<file path="src/fpu_exc_consts.vh">
// Constants for the floating-point exception response block
`ifndef FPU_EXC_CONSTS_VH
`define FPU_EXC_CONSTS_VH

// Register byte addresses
`define ADDR_CTRL     12'h000
`define ADDR_STATUS   12'h004
`define ADDR_CMD      12'h008
`define ADDR_RESULT   12'h00C

// Exception bit positions, shared by mask and flag fields
`define EXC_W         6
`define EXC_INV       0
`define EXC_DEN       1
`define EXC_ZDIV      2
`define EXC_OVF       3
`define EXC_UNF       4
`define EXC_PREC      5

// Control register fields
`define CTRL_RC_LSB   10
`define CTRL_RC_MSB   11
`define CTRL_MASK_RST 6'h3F
`define RC_NEAREST    2'h0
`define RC_DOWN       2'h1
`define RC_UP         2'h2
`define RC_CHOP       2'h3

// Status register fields
`define ST_SF         6
`define ST_ES         7
`define ST_CC_LSB     8
`define ST_CC_MSB     11
`define CC_RST        4'h0
`define CC_UNORDERED  4'hD

// Command register fields
`define CMD_OP_LSB    0
`define CMD_OP_MSB    3
`define CMD_ACL_LSB   4
`define CMD_ACL_MSB   6
`define CMD_ASGN      7
`define CMD_BCL_LSB   8
`define CMD_BCL_MSB   10
`define CMD_BSGN      11
`define CMD_FMT_LSB   12
`define CMD_FMT_MSB   13
`define CMD_STK_OVF   14
`define CMD_STK_UNF   15
`define CMD_TINY      16
`define CMD_LOSS      17
`define CMD_HUGE      18
`define CMD_MASSIVE   19
`define CMD_INEXACT   20
`define CMD_INCOMP    21

// Operation codes
`define OP_NOP        4'h0
`define OP_LOAD       4'h1
`define OP_SQRT       4'h2
`define OP_DIV        4'h3
`define OP_PREM       4'h4
`define OP_BCD_POP    4'h5
`define OP_STORE_INT  4'h6
`define OP_COMPARE    4'h7
`define OP_XTRACT     4'h8
`define OP_TANGENT    4'h9
`define OP_SCALE      4'hA
`define OP_TRANSC     4'hB
`define OP_ARITH      4'hC
`define OP_INIT       4'hD
`define OP_CLEAR_EXC  4'hE

// Operand classes
`define CL_ZERO       3'h0
`define CL_NORMAL     3'h1
`define CL_DENORM     3'h2
`define CL_INF        3'h3
`define CL_QNAN       3'h4
`define CL_SNAN       3'h5

// Load formats
`define FMT_EXT       2'h0

// Special result codes
`define RES_NONE      4'h0
`define RES_QNAN      4'h1
`define RES_POS_ZERO  4'h2
`define RES_NEG_ZERO  4'h3
`define RES_POS_INF   4'h4
`define RES_NEG_INF   4'h5
`define RES_POS_MAX   4'h6
`define RES_NEG_MAX   4'h7
`define RES_DENORM    4'h8

// Result register fields
`define RS_TOP_LSB    0
`define RS_TOP_MSB    3
`define RS_SEC_LSB    4
`define RS_SEC_MSB    7
`define RS_ROUNDED    8
`define RS_RC_LSB     9
`define RS_RC_MSB     10
`define RS_NORMED     11

`define ZERO32        32'h00000000
`define ZERO4         4'h0

`endif

</file>
<file path="src/fpu_exception_response.v">
// Exception detection and masked response of a floating-point coprocessor
//
// Behaviour
// RL1: Masked overflow or underflow results are rounded by the selected mode.
// RL2: Masked underflow flags only when denormalizing also loses accuracy.
// RL3: Sqrt, divide, remainder, decimal and integer stores normalize denormals.
// RL4: Sqrt, decimal store-pop and remainder may raise underflow.
// RL5: Transcendental and extract operations may raise denormal-operand.
// RL6: Other exceptions may take precedence over denormal-operand.
// RL7: Masked denormal: operands normalized, operation continues, no unnormal.
// RL8: Extract of zero raises zero-divide, second register gets minus infinity.
// RL9: Stack fault flag set when invalid comes from stack over or underflow.
// RL10: Extended-precision load never raises denormal-operand.
// RL11: Single or double load of denormal converts and raises denormal.
// RL12: Single or double load of signaling NaN raises invalid.
// RL13: Generated NaNs are always quiet; quiet and signaling are told apart.
// RL14: Signaling NaN operands raise invalid; quiet NaNs normally do not.
// RL15: Compare, integer store, decimal store-pop flag invalid on quiet NaN.
// RL16: Tangent stack overflow with overflow masked: both registers quiet NaN.
// RL17: Scale of zero by infinity raises invalid.
// RL18: Scale finite by minus or plus infinity gives signed zero or infinity.
// RL19: Unmasked massive overflow or underflow gives signed infinity or zero.
// RL20: Reset, initialize, incomplete remainder clear the four condition bits.
// RL21: Exception flags stay set until initialize or clear-exceptions.
`timescale 1ns/1ps
`default_nettype none
`include "fpu_exc_consts.vh"

module fpu_exception_response
(
  // Clock and reset
  input  wire        pclk,
  input  wire        presetn,
  // APB slave
  input  wire        psel,
  input  wire        penable,
  input  wire        pwrite,
  input  wire [11:0] paddr,
  input  wire [31:0] pwdata,
  output wire        pready,
  output wire        pslverr,
  output wire [31:0] prdata
);

  // ************************************************************
  // Bus decode
  // ************************************************************
  wire        setup_phase;
  wire        access_phase;
  wire        wr_en;
  reg         hit;
  reg  [31:0] rd_val;
  reg  [31:0] prdata_q;

  // ************************************************************
  // Architectural state
  // ************************************************************
  reg  [`EXC_W-1:0] mask_q;
  reg  [1:0]        rc_q;
  reg  [`EXC_W-1:0] flags_q;
  reg  [`EXC_W-1:0] flags_d;
  reg               sf_q;
  reg               sf_d;
  reg  [3:0]        cc_q;
  reg  [3:0]        cc_d;
  reg  [31:0]       result_q;
  reg  [31:0]       result_d;

  assign setup_phase  = psel & ~penable;
  assign access_phase = psel & penable;
  // Zero wait states: every access phase completes at once
  assign pready       = 1'b1;
  assign pslverr      = access_phase & ~hit;
  assign prdata       = prdata_q;
  assign wr_en        = access_phase & pwrite & hit;

  always @*
  begin
    hit    = 1'b1;
    rd_val = `ZERO32;
    if (paddr == `ADDR_CTRL)
    begin
      rd_val[`EXC_W-1:0]                = mask_q;
      rd_val[`CTRL_RC_MSB:`CTRL_RC_LSB] = rc_q;
    end
    else if (paddr == `ADDR_STATUS)
    begin
      rd_val[`EXC_W-1:0]              = flags_q;
      rd_val[`ST_SF]                  = sf_q;
      rd_val[`ST_ES]                  = |(flags_q & ~mask_q);
      rd_val[`ST_CC_MSB:`ST_CC_LSB]   = cc_q;
    end
    else if (paddr == `ADDR_CMD)
      rd_val = `ZERO32;
    else if (paddr == `ADDR_RESULT)
      rd_val = result_q;
    else
      hit = 1'b0;
  end

  always @(posedge pclk or negedge presetn)
  begin
    if (!presetn)
      prdata_q <= `ZERO32;
    else if (setup_phase && !pwrite)
      prdata_q <= rd_val;
  end

  // ************************************************************
  // Command fields
  // ************************************************************
  // Fields are only meaningful in the access cycle of a command write
  wire       cmd_go;
  wire [3:0] op;
  wire [2:0] a_cl;
  wire [2:0] b_cl;
  wire       a_sgn;
  wire       b_sgn;
  wire [1:0] fmt;
  wire       stk_ovf;
  wire       stk_unf;
  wire       tiny;
  wire       loss;
  wire       huge;
  wire       massive;
  wire       inexact;
  wire       incomp;

  assign cmd_go  = wr_en & (paddr == `ADDR_CMD);
  assign op      = pwdata[`CMD_OP_MSB:`CMD_OP_LSB];
  assign a_cl    = pwdata[`CMD_ACL_MSB:`CMD_ACL_LSB];
  assign b_cl    = pwdata[`CMD_BCL_MSB:`CMD_BCL_LSB];
  assign a_sgn   = pwdata[`CMD_ASGN];
  assign b_sgn   = pwdata[`CMD_BSGN];
  assign fmt     = pwdata[`CMD_FMT_MSB:`CMD_FMT_LSB];
  assign stk_ovf = pwdata[`CMD_STK_OVF];
  assign stk_unf = pwdata[`CMD_STK_UNF];
  assign tiny    = pwdata[`CMD_TINY];
  assign loss    = pwdata[`CMD_LOSS];
  assign huge    = pwdata[`CMD_HUGE];
  assign massive = pwdata[`CMD_MASSIVE];
  assign inexact = pwdata[`CMD_INEXACT];
  assign incomp  = pwdata[`CMD_INCOMP];

  // ************************************************************
  // Operation classes
  // ************************************************************
  wire two_op;
  wire numeric;
  wire unf_able;
  wire nan_strict;
  wire a_snan;
  wire b_snan;
  wire a_nan;
  wire b_nan;
  wire a_den;
  wire b_den;
  wire a_fin;

  assign two_op     = (op == `OP_DIV) | (op == `OP_PREM) |
                      (op == `OP_COMPARE) | (op == `OP_SCALE) |
                      (op == `OP_ARITH);
  assign numeric    = (op != `OP_NOP) & (op != `OP_INIT) &
                      (op != `OP_CLEAR_EXC);
  assign unf_able   = (op == `OP_SQRT) | (op == `OP_BCD_POP) |
                      (op == `OP_PREM) | (op == `OP_DIV) |
                      (op == `OP_SCALE) | (op == `OP_ARITH) |
                      (op == `OP_TRANSC); // RL4
  assign nan_strict = (op == `OP_COMPARE) | (op == `OP_STORE_INT) |
                      (op == `OP_BCD_POP);
  assign a_snan     = a_cl == `CL_SNAN;
  assign b_snan     = two_op & (b_cl == `CL_SNAN);
  assign a_nan      = a_snan | (a_cl == `CL_QNAN);
  assign b_nan      = two_op & (b_snan | (b_cl == `CL_QNAN));
  assign a_fin      = (a_cl == `CL_ZERO) | (a_cl == `CL_NORMAL) |
                      (a_cl == `CL_DENORM);
  // Extended load is a plain transfer, no denormal check
  assign a_den      = (a_cl == `CL_DENORM) &
                      ~((op == `OP_LOAD) & (fmt == `FMT_EXT)); // RL10 RL11 RL5
  assign b_den      = two_op & (b_cl == `CL_DENORM);

  // ************************************************************
  // Exception detection
  // ************************************************************
  reg       inv_r;
  reg       den_r;
  reg       zdiv_r;
  reg       ovf_r;
  reg       unf_r;
  reg       prc_r;
  reg       scale_inf;
  reg [3:0] top_res;
  reg [3:0] sec_res;
  reg       rounded;
  reg       normed;
  reg       res_sgn;

  // Invalid and zero-divide both outrank the value exceptions, but not each other;
  // denormal-operand gives way to invalid
  always @*
  begin
    inv_r     = 1'b0;
    den_r     = 1'b0;
    zdiv_r    = 1'b0;
    ovf_r     = 1'b0;
    unf_r     = 1'b0;
    prc_r     = 1'b0;
    scale_inf = (op == `OP_SCALE) & (b_cl == `CL_INF);
    top_res   = `RES_NONE;
    sec_res   = `RES_NONE;
    rounded   = 1'b0;
    normed    = 1'b0;
    res_sgn   = a_sgn ^ (two_op & b_sgn & (op == `OP_DIV));
    if (numeric)
    begin
      // Invalid sources
      if (stk_ovf || stk_unf)
        inv_r = 1'b1; // RL9
      if (a_snan || b_snan)
        inv_r = 1'b1; // RL12 RL14
      if (nan_strict && (a_nan || b_nan))
        inv_r = 1'b1; // RL15
      if (scale_inf && (a_cl == `CL_ZERO))
        inv_r = 1'b1; // RL17
      // Denormal only when invalid did not fire
      if ((a_den || b_den) && !inv_r)
        den_r = 1'b1; // RL6 RL5 RL11
      // Denormals are normalized when denormal is masked, never an invalid cause
      if ((a_den || b_den) && mask_q[`EXC_DEN])
        normed = 1'b1; // RL3 RL7
      // Zero divide
      if ((op == `OP_XTRACT) && (a_cl == `CL_ZERO))
      begin
        zdiv_r  = 1'b1; // RL8
        sec_res = `RES_NEG_INF; // RL8
      end
      if ((op == `OP_DIV) && (b_cl == `CL_ZERO) &&
          (a_cl != `CL_ZERO) && !a_nan && (a_cl != `CL_INF))
        zdiv_r = 1'b1;
      // Overflow and underflow only without invalid
      if (!inv_r && !zdiv_r)
      begin
        if (huge)
          ovf_r = 1'b1;
        if (tiny && unf_able)
          unf_r = mask_q[`EXC_UNF] ? loss : 1'b1; // RL2 RL4
        if (inexact || (tiny && loss))
          prc_r = 1'b1;
      end
      // Results
      if (inv_r)
      begin
        if (mask_q[`EXC_INV])
          top_res = `RES_QNAN; // RL13
      end
      else if (a_nan || b_nan)
        top_res = `RES_QNAN; // RL13
      else if (scale_inf && a_fin)
        top_res = (b_sgn ? (a_sgn ? `RES_NEG_ZERO : `RES_POS_ZERO)
                         : (a_sgn ? `RES_NEG_INF : `RES_POS_INF)); // RL18
      else if (huge && mask_q[`EXC_OVF])
      begin
        rounded = 1'b1; // RL1
        if (rc_q == `RC_NEAREST)
          top_res = res_sgn ? `RES_NEG_INF : `RES_POS_INF;
        else if (rc_q == `RC_CHOP)
          top_res = res_sgn ? `RES_NEG_MAX : `RES_POS_MAX;
        else if (rc_q == `RC_DOWN)
          top_res = res_sgn ? `RES_NEG_INF : `RES_POS_MAX;
        else
          top_res = res_sgn ? `RES_NEG_MAX : `RES_POS_INF;
      end
      else if (huge && massive)
        top_res = res_sgn ? `RES_NEG_INF : `RES_POS_INF; // RL19
      else if (tiny && mask_q[`EXC_UNF])
      begin
        rounded = 1'b1; // RL1
        top_res = `RES_DENORM;
      end
      else if (tiny && massive)
        top_res = res_sgn ? `RES_NEG_ZERO : `RES_POS_ZERO; // RL19
      // Tangent push overflow with overflow masked leaves two quiet NaNs
      if ((op == `OP_TANGENT) && stk_ovf && mask_q[`EXC_OVF])
      begin
        top_res = `RES_QNAN; // RL16
        sec_res = `RES_QNAN; // RL16
      end
    end
  end

  // ************************************************************
  // Status next state
  // ************************************************************
  wire [`EXC_W-1:0] new_exc;

  assign new_exc = {prc_r, unf_r, ovf_r, zdiv_r, den_r, inv_r};

  // Flags accumulate until initialize or clear-exceptions; clearing commands carry no new exceptions
  always @*
  begin
    flags_d  = flags_q;
    sf_d     = sf_q;
    cc_d     = cc_q;
    result_d = result_q;
    if (cmd_go)
    begin
      if ((op == `OP_INIT) || (op == `OP_CLEAR_EXC))
      begin
        flags_d = {`EXC_W{1'b0}}; // RL21
        sf_d    = 1'b0;
      end
      else
      begin
        flags_d = flags_q | new_exc; // RL21
        sf_d    = sf_q | (inv_r & (stk_ovf | stk_unf)); // RL9
      end
      if (op == `OP_INIT)
        cc_d = `CC_RST; // RL20
      else if ((op == `OP_PREM) && incomp)
        cc_d = `CC_RST; // RL20
      else if ((op == `OP_COMPARE) && (a_nan || b_nan))
        cc_d = `CC_UNORDERED;
      if (numeric)
      begin
        result_d                          = `ZERO32;
        result_d[`RS_TOP_MSB:`RS_TOP_LSB] = top_res;
        result_d[`RS_SEC_MSB:`RS_SEC_LSB] = sec_res;
        result_d[`RS_ROUNDED]             = rounded;
        result_d[`RS_RC_MSB:`RS_RC_LSB]   = rc_q;
        result_d[`RS_NORMED]              = normed;
      end
    end
  end

  // ************************************************************
  // Registers
  // ************************************************************
  wire ctrl_wr;
  wire init_go;

  // Initialize brings masks and rounding back to their reset values
  assign ctrl_wr = wr_en & (paddr == `ADDR_CTRL);
  assign init_go = cmd_go & (op == `OP_INIT);

  always @(posedge pclk or negedge presetn)
  begin
    if (!presetn)
    begin
      mask_q   <= `CTRL_MASK_RST;
      rc_q     <= `RC_NEAREST;
      flags_q  <= {`EXC_W{1'b0}};
      sf_q     <= 1'b0;
      cc_q     <= `CC_RST; // RL20
      result_q <= `ZERO32;
    end
    else
    begin
      flags_q  <= flags_d;
      sf_q     <= sf_d;
      cc_q     <= cc_d;
      result_q <= result_d;
      if (ctrl_wr)
      begin
        mask_q <= pwdata[`EXC_W-1:0];
        rc_q   <= pwdata[`CTRL_RC_MSB:`CTRL_RC_LSB];
      end
      else if (init_go)
      begin
        mask_q <= `CTRL_MASK_RST;
        rc_q   <= `RC_NEAREST;
      end
    end
  end

endmodule
`default_nettype wire

</file>
<file path="config.mk">
export PLATFORM = sky130hd
export DESIGN_NAME = fpu_exception_response
export DESIGN_NICKNAME = d
export VERILOG_FILES = /design/src/fpu_exception_response.v
export VERILOG_INCLUDE_DIRS = /design/src /design/src/src
export SDC_FILE = /design/constraint.sdc
export NUM_CORES = 1
export LEC_CHECK = 0
export BUFFER_PORTS_ARGS = -buffer_cell sky130_fd_sc_hd__clkbuf_2
export CORE_ASPECT_RATIO = 0.75
export CORE_MARGIN = 1
export CORE_UTILIZATION = 26
export DETAILED_ROUTE_END_ITERATION = 6
export GPL_ROUTABILITY_DRIVEN = 0
export PLACE_DENSITY = 0.51
export SLEW_MARGIN = 20
export SYNTH_ARGS = -nofsm -noshare
export SYNTH_HDL_FRONTEND = slang
export SYNTH_SLANG_ARGS = --single-unit
</file>
<file path="constraint.sdc">
create_clock -name pclk -period 1.37 [get_ports pclk]
set_input_delay 0.137 -clock pclk [delete_from_list [all_inputs] [get_ports pclk]]
set_output_delay 0.137 -clock pclk [all_outputs]
set_load 0.02 [all_outputs]
</file>
Yosys cells after proc, flatten, opt, wreduce, memory -nomap -nowiden
Index checks and enable logic that the tools add are counted.
- equal/unequal tests: 30
- mux-type cells: 72
- bitwise operators: 44
- reductions and logical operators: 44
- operator list (kind ; number):
    $mux 4 ; 12
    $mux 1 ; 40
    $mux 20 ; 2
    $mux 32 ; 1
    $eq 4x4->1 const B ; 7
    $eq 12x4->1 const B ; 2
    $mux 12 ; 2
    $mux 6 ; 4
    $logic_and 1x1->1 ; 22
    $and 1x1->1 ; 19
    $mux 2 ; 9
    $or 1x1->1 ; 18
    $eq 4x3->1 const B ; 4
    $eq 12x3->1 const B ; 1
    $eq 3x3->1 const B ; 4
    $logic_not 12->1 ; 1
    $eq 3x2->1 const B ; 3
    $eq 4x2->1 const B ; 2
    $ne 4x4->1 const B ; 2
    $and 6x6->6 ; 1
    $logic_not 3->1 ; 2
    $logic_or 1x1->1 ; 6
    $mux 3 ; 2
    $not 6->6 ; 1
    other kinds (15) ; 23
- register bits after elaboration: 63
- input bits: 49
- output and inout port bits: 34
- word-level logic and storage cells: 197

Depth between registers and ports, before layout
- depth after elaboration: 19
- depth in mapped cells: 7
- mapped depth without buffers: 6

Worst setup path before layout
OpenSTA, ideal clock, no wires.
- kind: in2reg
- start: input pwdata[0]
- end: register result_q[3]
- setup time: 0.125 ns
- data arrival time: 1.441 ns
- required time: 1.245 ns
- path slack: -0.196 ns
- cell stages on the path: 6
- path buffers: 0
- path through: or4b_4 o31ai_4 a211oi_1 nand2_1 nor2_1 mux2_2
- word-level cells in the longest chain between the ends: 15
- elaborated cells on any way between the ends: 39
- those cells by class: eq/ne (10); mux (8); bitwise (12); reduce/logical (9)
- ends and longest elaborated chain (item ; RTL line ; source):
    start: declaration ; fpu_exception_response.v:39 ; input wire [31:0] pwdata,
    $eq 4x2->1 (no source line) or $eq 4x3->1 (tied branches) ; -- ;
    $or 1x1->1 (4 in a row) ; fpu_exception_response.v:160 ; assign two_op = (op == `OP_DIV) | (op == `OP_PREM) |
    $and 1x1->1 ; fpu_exception_response.v:172 ; assign b_snan = two_op & (b_cl == `CL_SNAN);
    $or 1x1->1 ; fpu_exception_response.v:174 ; assign b_nan = two_op & (b_snan | (b_cl == `CL_QNAN));
    $and 1x1->1 ; fpu_exception_response.v:174 ;
    $logic_or 1x1->1 ; fpu_exception_response.v:221, fpu_exception_response.v:256 ;
    $logic_and 1x1->1 ; fpu_exception_response.v:221 ; if (nan_strict && (a_nan || b_nan))
    $mux 1 ; fpu_exception_response.v:221 ;
    $mux 1 ; fpu_exception_response.v:223 ; if (scale_inf && (a_cl == `CL_ZERO))
    $mux 1 ; fpu_exception_response.v:214 ; if (numeric)
    $mux 4 ; fpu_exception_response.v:251 ; if (inv_r)
    $mux 4 ; fpu_exception_response.v:283 ; if ((op == `OP_TANGENT) && stk_ovf && mask_q[`EXC_OVF])
    end signal: assignment ; fpu_exception_response.v:354 ; result_q <= `ZERO32;
    end signal: assignment ; fpu_exception_response.v:361 ; result_q <= result_d;
    end: declaration ; fpu_exception_response.v:66 ; reg [31:0] result_q;
Several ways; a longest one is shown, not always the timed one. The select of a mux whose other input is x is not followed.
A chain may end at the register's enable or synchronous reset.

Final worst setup path
- start: input pwdata[2]
- end: register result_q[8]
- word-level cells in the longest chain between the ends: 14
- elaborated cells on any way between the ends: 35
- those cells by class: eq/ne (9); mux (7); bitwise (12); reduce/logical (7)
- ends and longest elaborated chain (item ; RTL line):
    $eq 4x2->1 (no source line) or $eq 4x3->1 (tied branches) ; --
    $or 1x1->1 (4 in a row) ; fpu_exception_response.v:160
    $and 1x1->1 ; fpu_exception_response.v:172
    $or 1x1->1 ; fpu_exception_response.v:174
    $and 1x1->1 ; fpu_exception_response.v:174
    $logic_or 1x1->1 ; fpu_exception_response.v:221, fpu_exception_response.v:256
    $logic_and 1x1->1 ; fpu_exception_response.v:221
    $mux 1 ; fpu_exception_response.v:221
    $mux 1 ; fpu_exception_response.v:223
    $mux 1 ; fpu_exception_response.v:214
    $mux 1 ; fpu_exception_response.v:251
Several ways; a longest one is shown, not always the timed one. The select of a mux whose other input is x is not followed.

==> reports/results.tsv <==
metric	value	unit
status	complete, but fails checks	
violations	negative setup slack	
clock-skew-final	0.006008	ns
cts.sinks	38	
postRouteAntennaNets	0	
holdCritPathClass	in2reg	
cts_tree	done	
initial_core_util	0.2698	
finalNonFillerCells	513	
die_w	114.1	um
fin_crit_sh	1.040	
cts_buffer_depth	2	
syn-cell-area	2451	sq um
drtPass1Iterations	4	
die_area	9824	sq um
num_antenna_cells	0	
crit_fanout	6	
htree_levels	2	
fmax	701.6	MHz
ys_types	53	
cap_violations	0	
ys_seq_area_frac	0.3910	
syn2layout_area_growth	46.66	%
timing.hold.ws	0.1437	ns
critPathArrivalTime	1.59	ns
dp_slack	-0.5329	ns
clockRootBuffer	clkbuf_16	
setup_viol	5	
yosysTopAreaCellShare	0.3267	
rsz0062_at_grt	true	
wirelength	7.031	mm
p_leak	0.001691	uW
dp_hpwl	5.596	mm
vias	2359	
power	3144	uW
core-area	9084	sq um
drt-wirelength-per-cell	13.71	um
drtIter0Drc	136	
synthTopCellsByArea	dfrtp_1, buf_4, dfstp_2	
synth_area_leader_cell	dfrtp_1	
maxSlewViolCount	0	
clkLatencyLatePin	0.28	ns
cts_inserted_buffers	5	
setup_ws	-0.05541	ns
final_common_cell	buf_4	
ios	83	
layout_common_cells	buf_4, clkbuf_2, dfrtp_1, nand2_1, nor2_1	
fin_crit	1.425	ns
grt_usage	0.1571	
route.detailed.drc	0	
synthCells	279	
synth-edff-count	0	
rows	30	
ys.flop_type	dfrtp_1	
nets	433	
die_h	86.09	um
cp-end-kind	register	
vdd_drop_max	0.0004929	V
drive_gt1_frac	0.3974	
antenna_found_initial	0	
vias_per_cell	4.598	
grt_overflow_total	0	
cp_data_required_time	1.54	ns
grt_max_degree	24	
crit_path_start_kind	input port	
finalHoldViolCount	0	
clkSlewWorstSetupHoldPaths	0.06	ns
synth_warnings	0	
p_per_area	874.7	nW/um^2
grt_pass1_vias	2306	
synthArstFlopShare	1.000	
grt_pass1_wl	11.91	mm
path_class	in2reg	
placedCellCount	494	
syn_area_per_cell	8.785	sq um
ys_seq_elements	38	
io_buffer_count	51	
synthesized netlist by cell type (2+ instances only):
library cell / instances
dfrtp_1: 32
nand2_1: 25
buf_4: 23
nor2_1: 23
inv_1: 18
a21oi_1: 15
nand3_1: 12
mux2i_1: 11
a31oi_1: 9
o31ai_1: 9
o22ai_1: 8
clkbuf_1: 7
dfstp_2: 6
nor2b_1: 6
o21ai_1: 6
o22a_1: 6
nor3_1: 5
nand2b_1: 4
o21ai_0: 4
buf_2: 3
mux2_1: 3
or3_1: 3
a211oi_1: 2
and3_1: 2
buf_1: 2
conb_1: 2
mux2_2: 2
nand3b_1: 2
nand4_1: 2
nand4b_1: 2
o211ai_1: 2
o221ai_1: 2
cells by family after synthesis:
family                    count (synthesis)  synth area share
muxes                                    16           0.06789
DFF                                      38            0.3910
other                                     2          0.003064
buffers and inverters                    53            0.1179
and+or+nand+nor                          99            0.2170
xor gates and xnor gates                  2          0.007148
AOI/OAI and AO/OA                        69            0.1960
metal layers:
metal / GRT usage / part of all wire / wire length (um) / vias up
met1: 0.2322 / 0.53 / 3717 / 1139
met2: 0.2386 / 0.43 / 3017 / 49
met4: 0.02479 / 0.0051 / 36 / 0
met5: 0 / 0 / 0 / -
li1: - / - / - / 1167
met3: 0.03180 / 0.037 / 260 / 4
critical path: stages:
cell and delay [ns]:
clkbuf_16 0.13, or4b_4 0.53, o31ai_4 0.27, a211oi_2 0.09, nand2_1 0.09, a21oi_1 0.07
mux2_4 0.26
flip-flops by register name, summed over array words and instances (netlist names):
signal	cells
result_q	10
sf_q	1
flags_q	6
rc_q	2
prdata	12
cc_q	1
mask_q	6
where the power goes:
part | internal (uW) | switching (uW) | leakage, uW
combinational | 218 | 263 | 0.00114
sequential | 1120 | 0.922 | 0.000457
clock | 1090 | 445 | 0.0000971
through the flow:
stage | cell area, sq um | TNS [ns] | utilization
2_1_floorplan | 2590 | -1.385 | -
3_3_place_gp | 3166 | -8.391 | 0.3485
3_5_place_dp | 3166 | -9.445 | 0.3485
4_1_cts | 3511 | -0.3193 | 0.3865
5_1_grt | 3595 | -0.8127 | 0.3957
6_report | 3595 | -0.1176 | 0.3957
layout make-up:
class | instances | area, sq um
Fill cell | 985 | 5489
Multi-Input combinational cell | 207 | 1376
Sequential cell | 38 | 958.4
Timing Repair Buffer | 114 | 833.3
Tap cell | 128 | 160.2
Clock buffer | 6 | 138.9
Inverter | 18 | 67.56
Clock inverter | 2 | 60.06
what timing repair did:
| item | in CTS | in global routing |
|---|---|---|
| endpoints found under the setup margin | 18 | 18 |
| pin swaps | 10 | 9 |
| buffers inserted | 6 | 4 |
| gates resized for setup | 18 | 17 |
| endpoints found under the hold margin | 12 | 0 |
| hold buffers | 1 | 0 |
final timing paths:
kind / from / endpoint / slack [ns] / cells past startpoint
min reg2reg: prdata[10]$_DFFE_PN0P_ / prdata[10]$_DFFE_PN0P_ / 0.48 / 2
max reg2reg: mask_q[3]$_DFFE_PN1P_ / result_q[0]$_DFFE_PN0P_ / 0.02 / 6
max: pwdata[2] / result_q[8]$_DFFE_PN0P_ / -0.06 / 7
max in group asynchronous: presetn / mask_q[2]$_DFFE_PN1P_ / 0.51 / 3
min: pwdata[20] / flags_q[5]$_DFFE_PN0P_ / 0.14 / 3
min in group asynchronous: presetn / result_q[9]$_DFFE_PN0P_ / 0.32 / 2
Power figures use the tool's default switching activity.
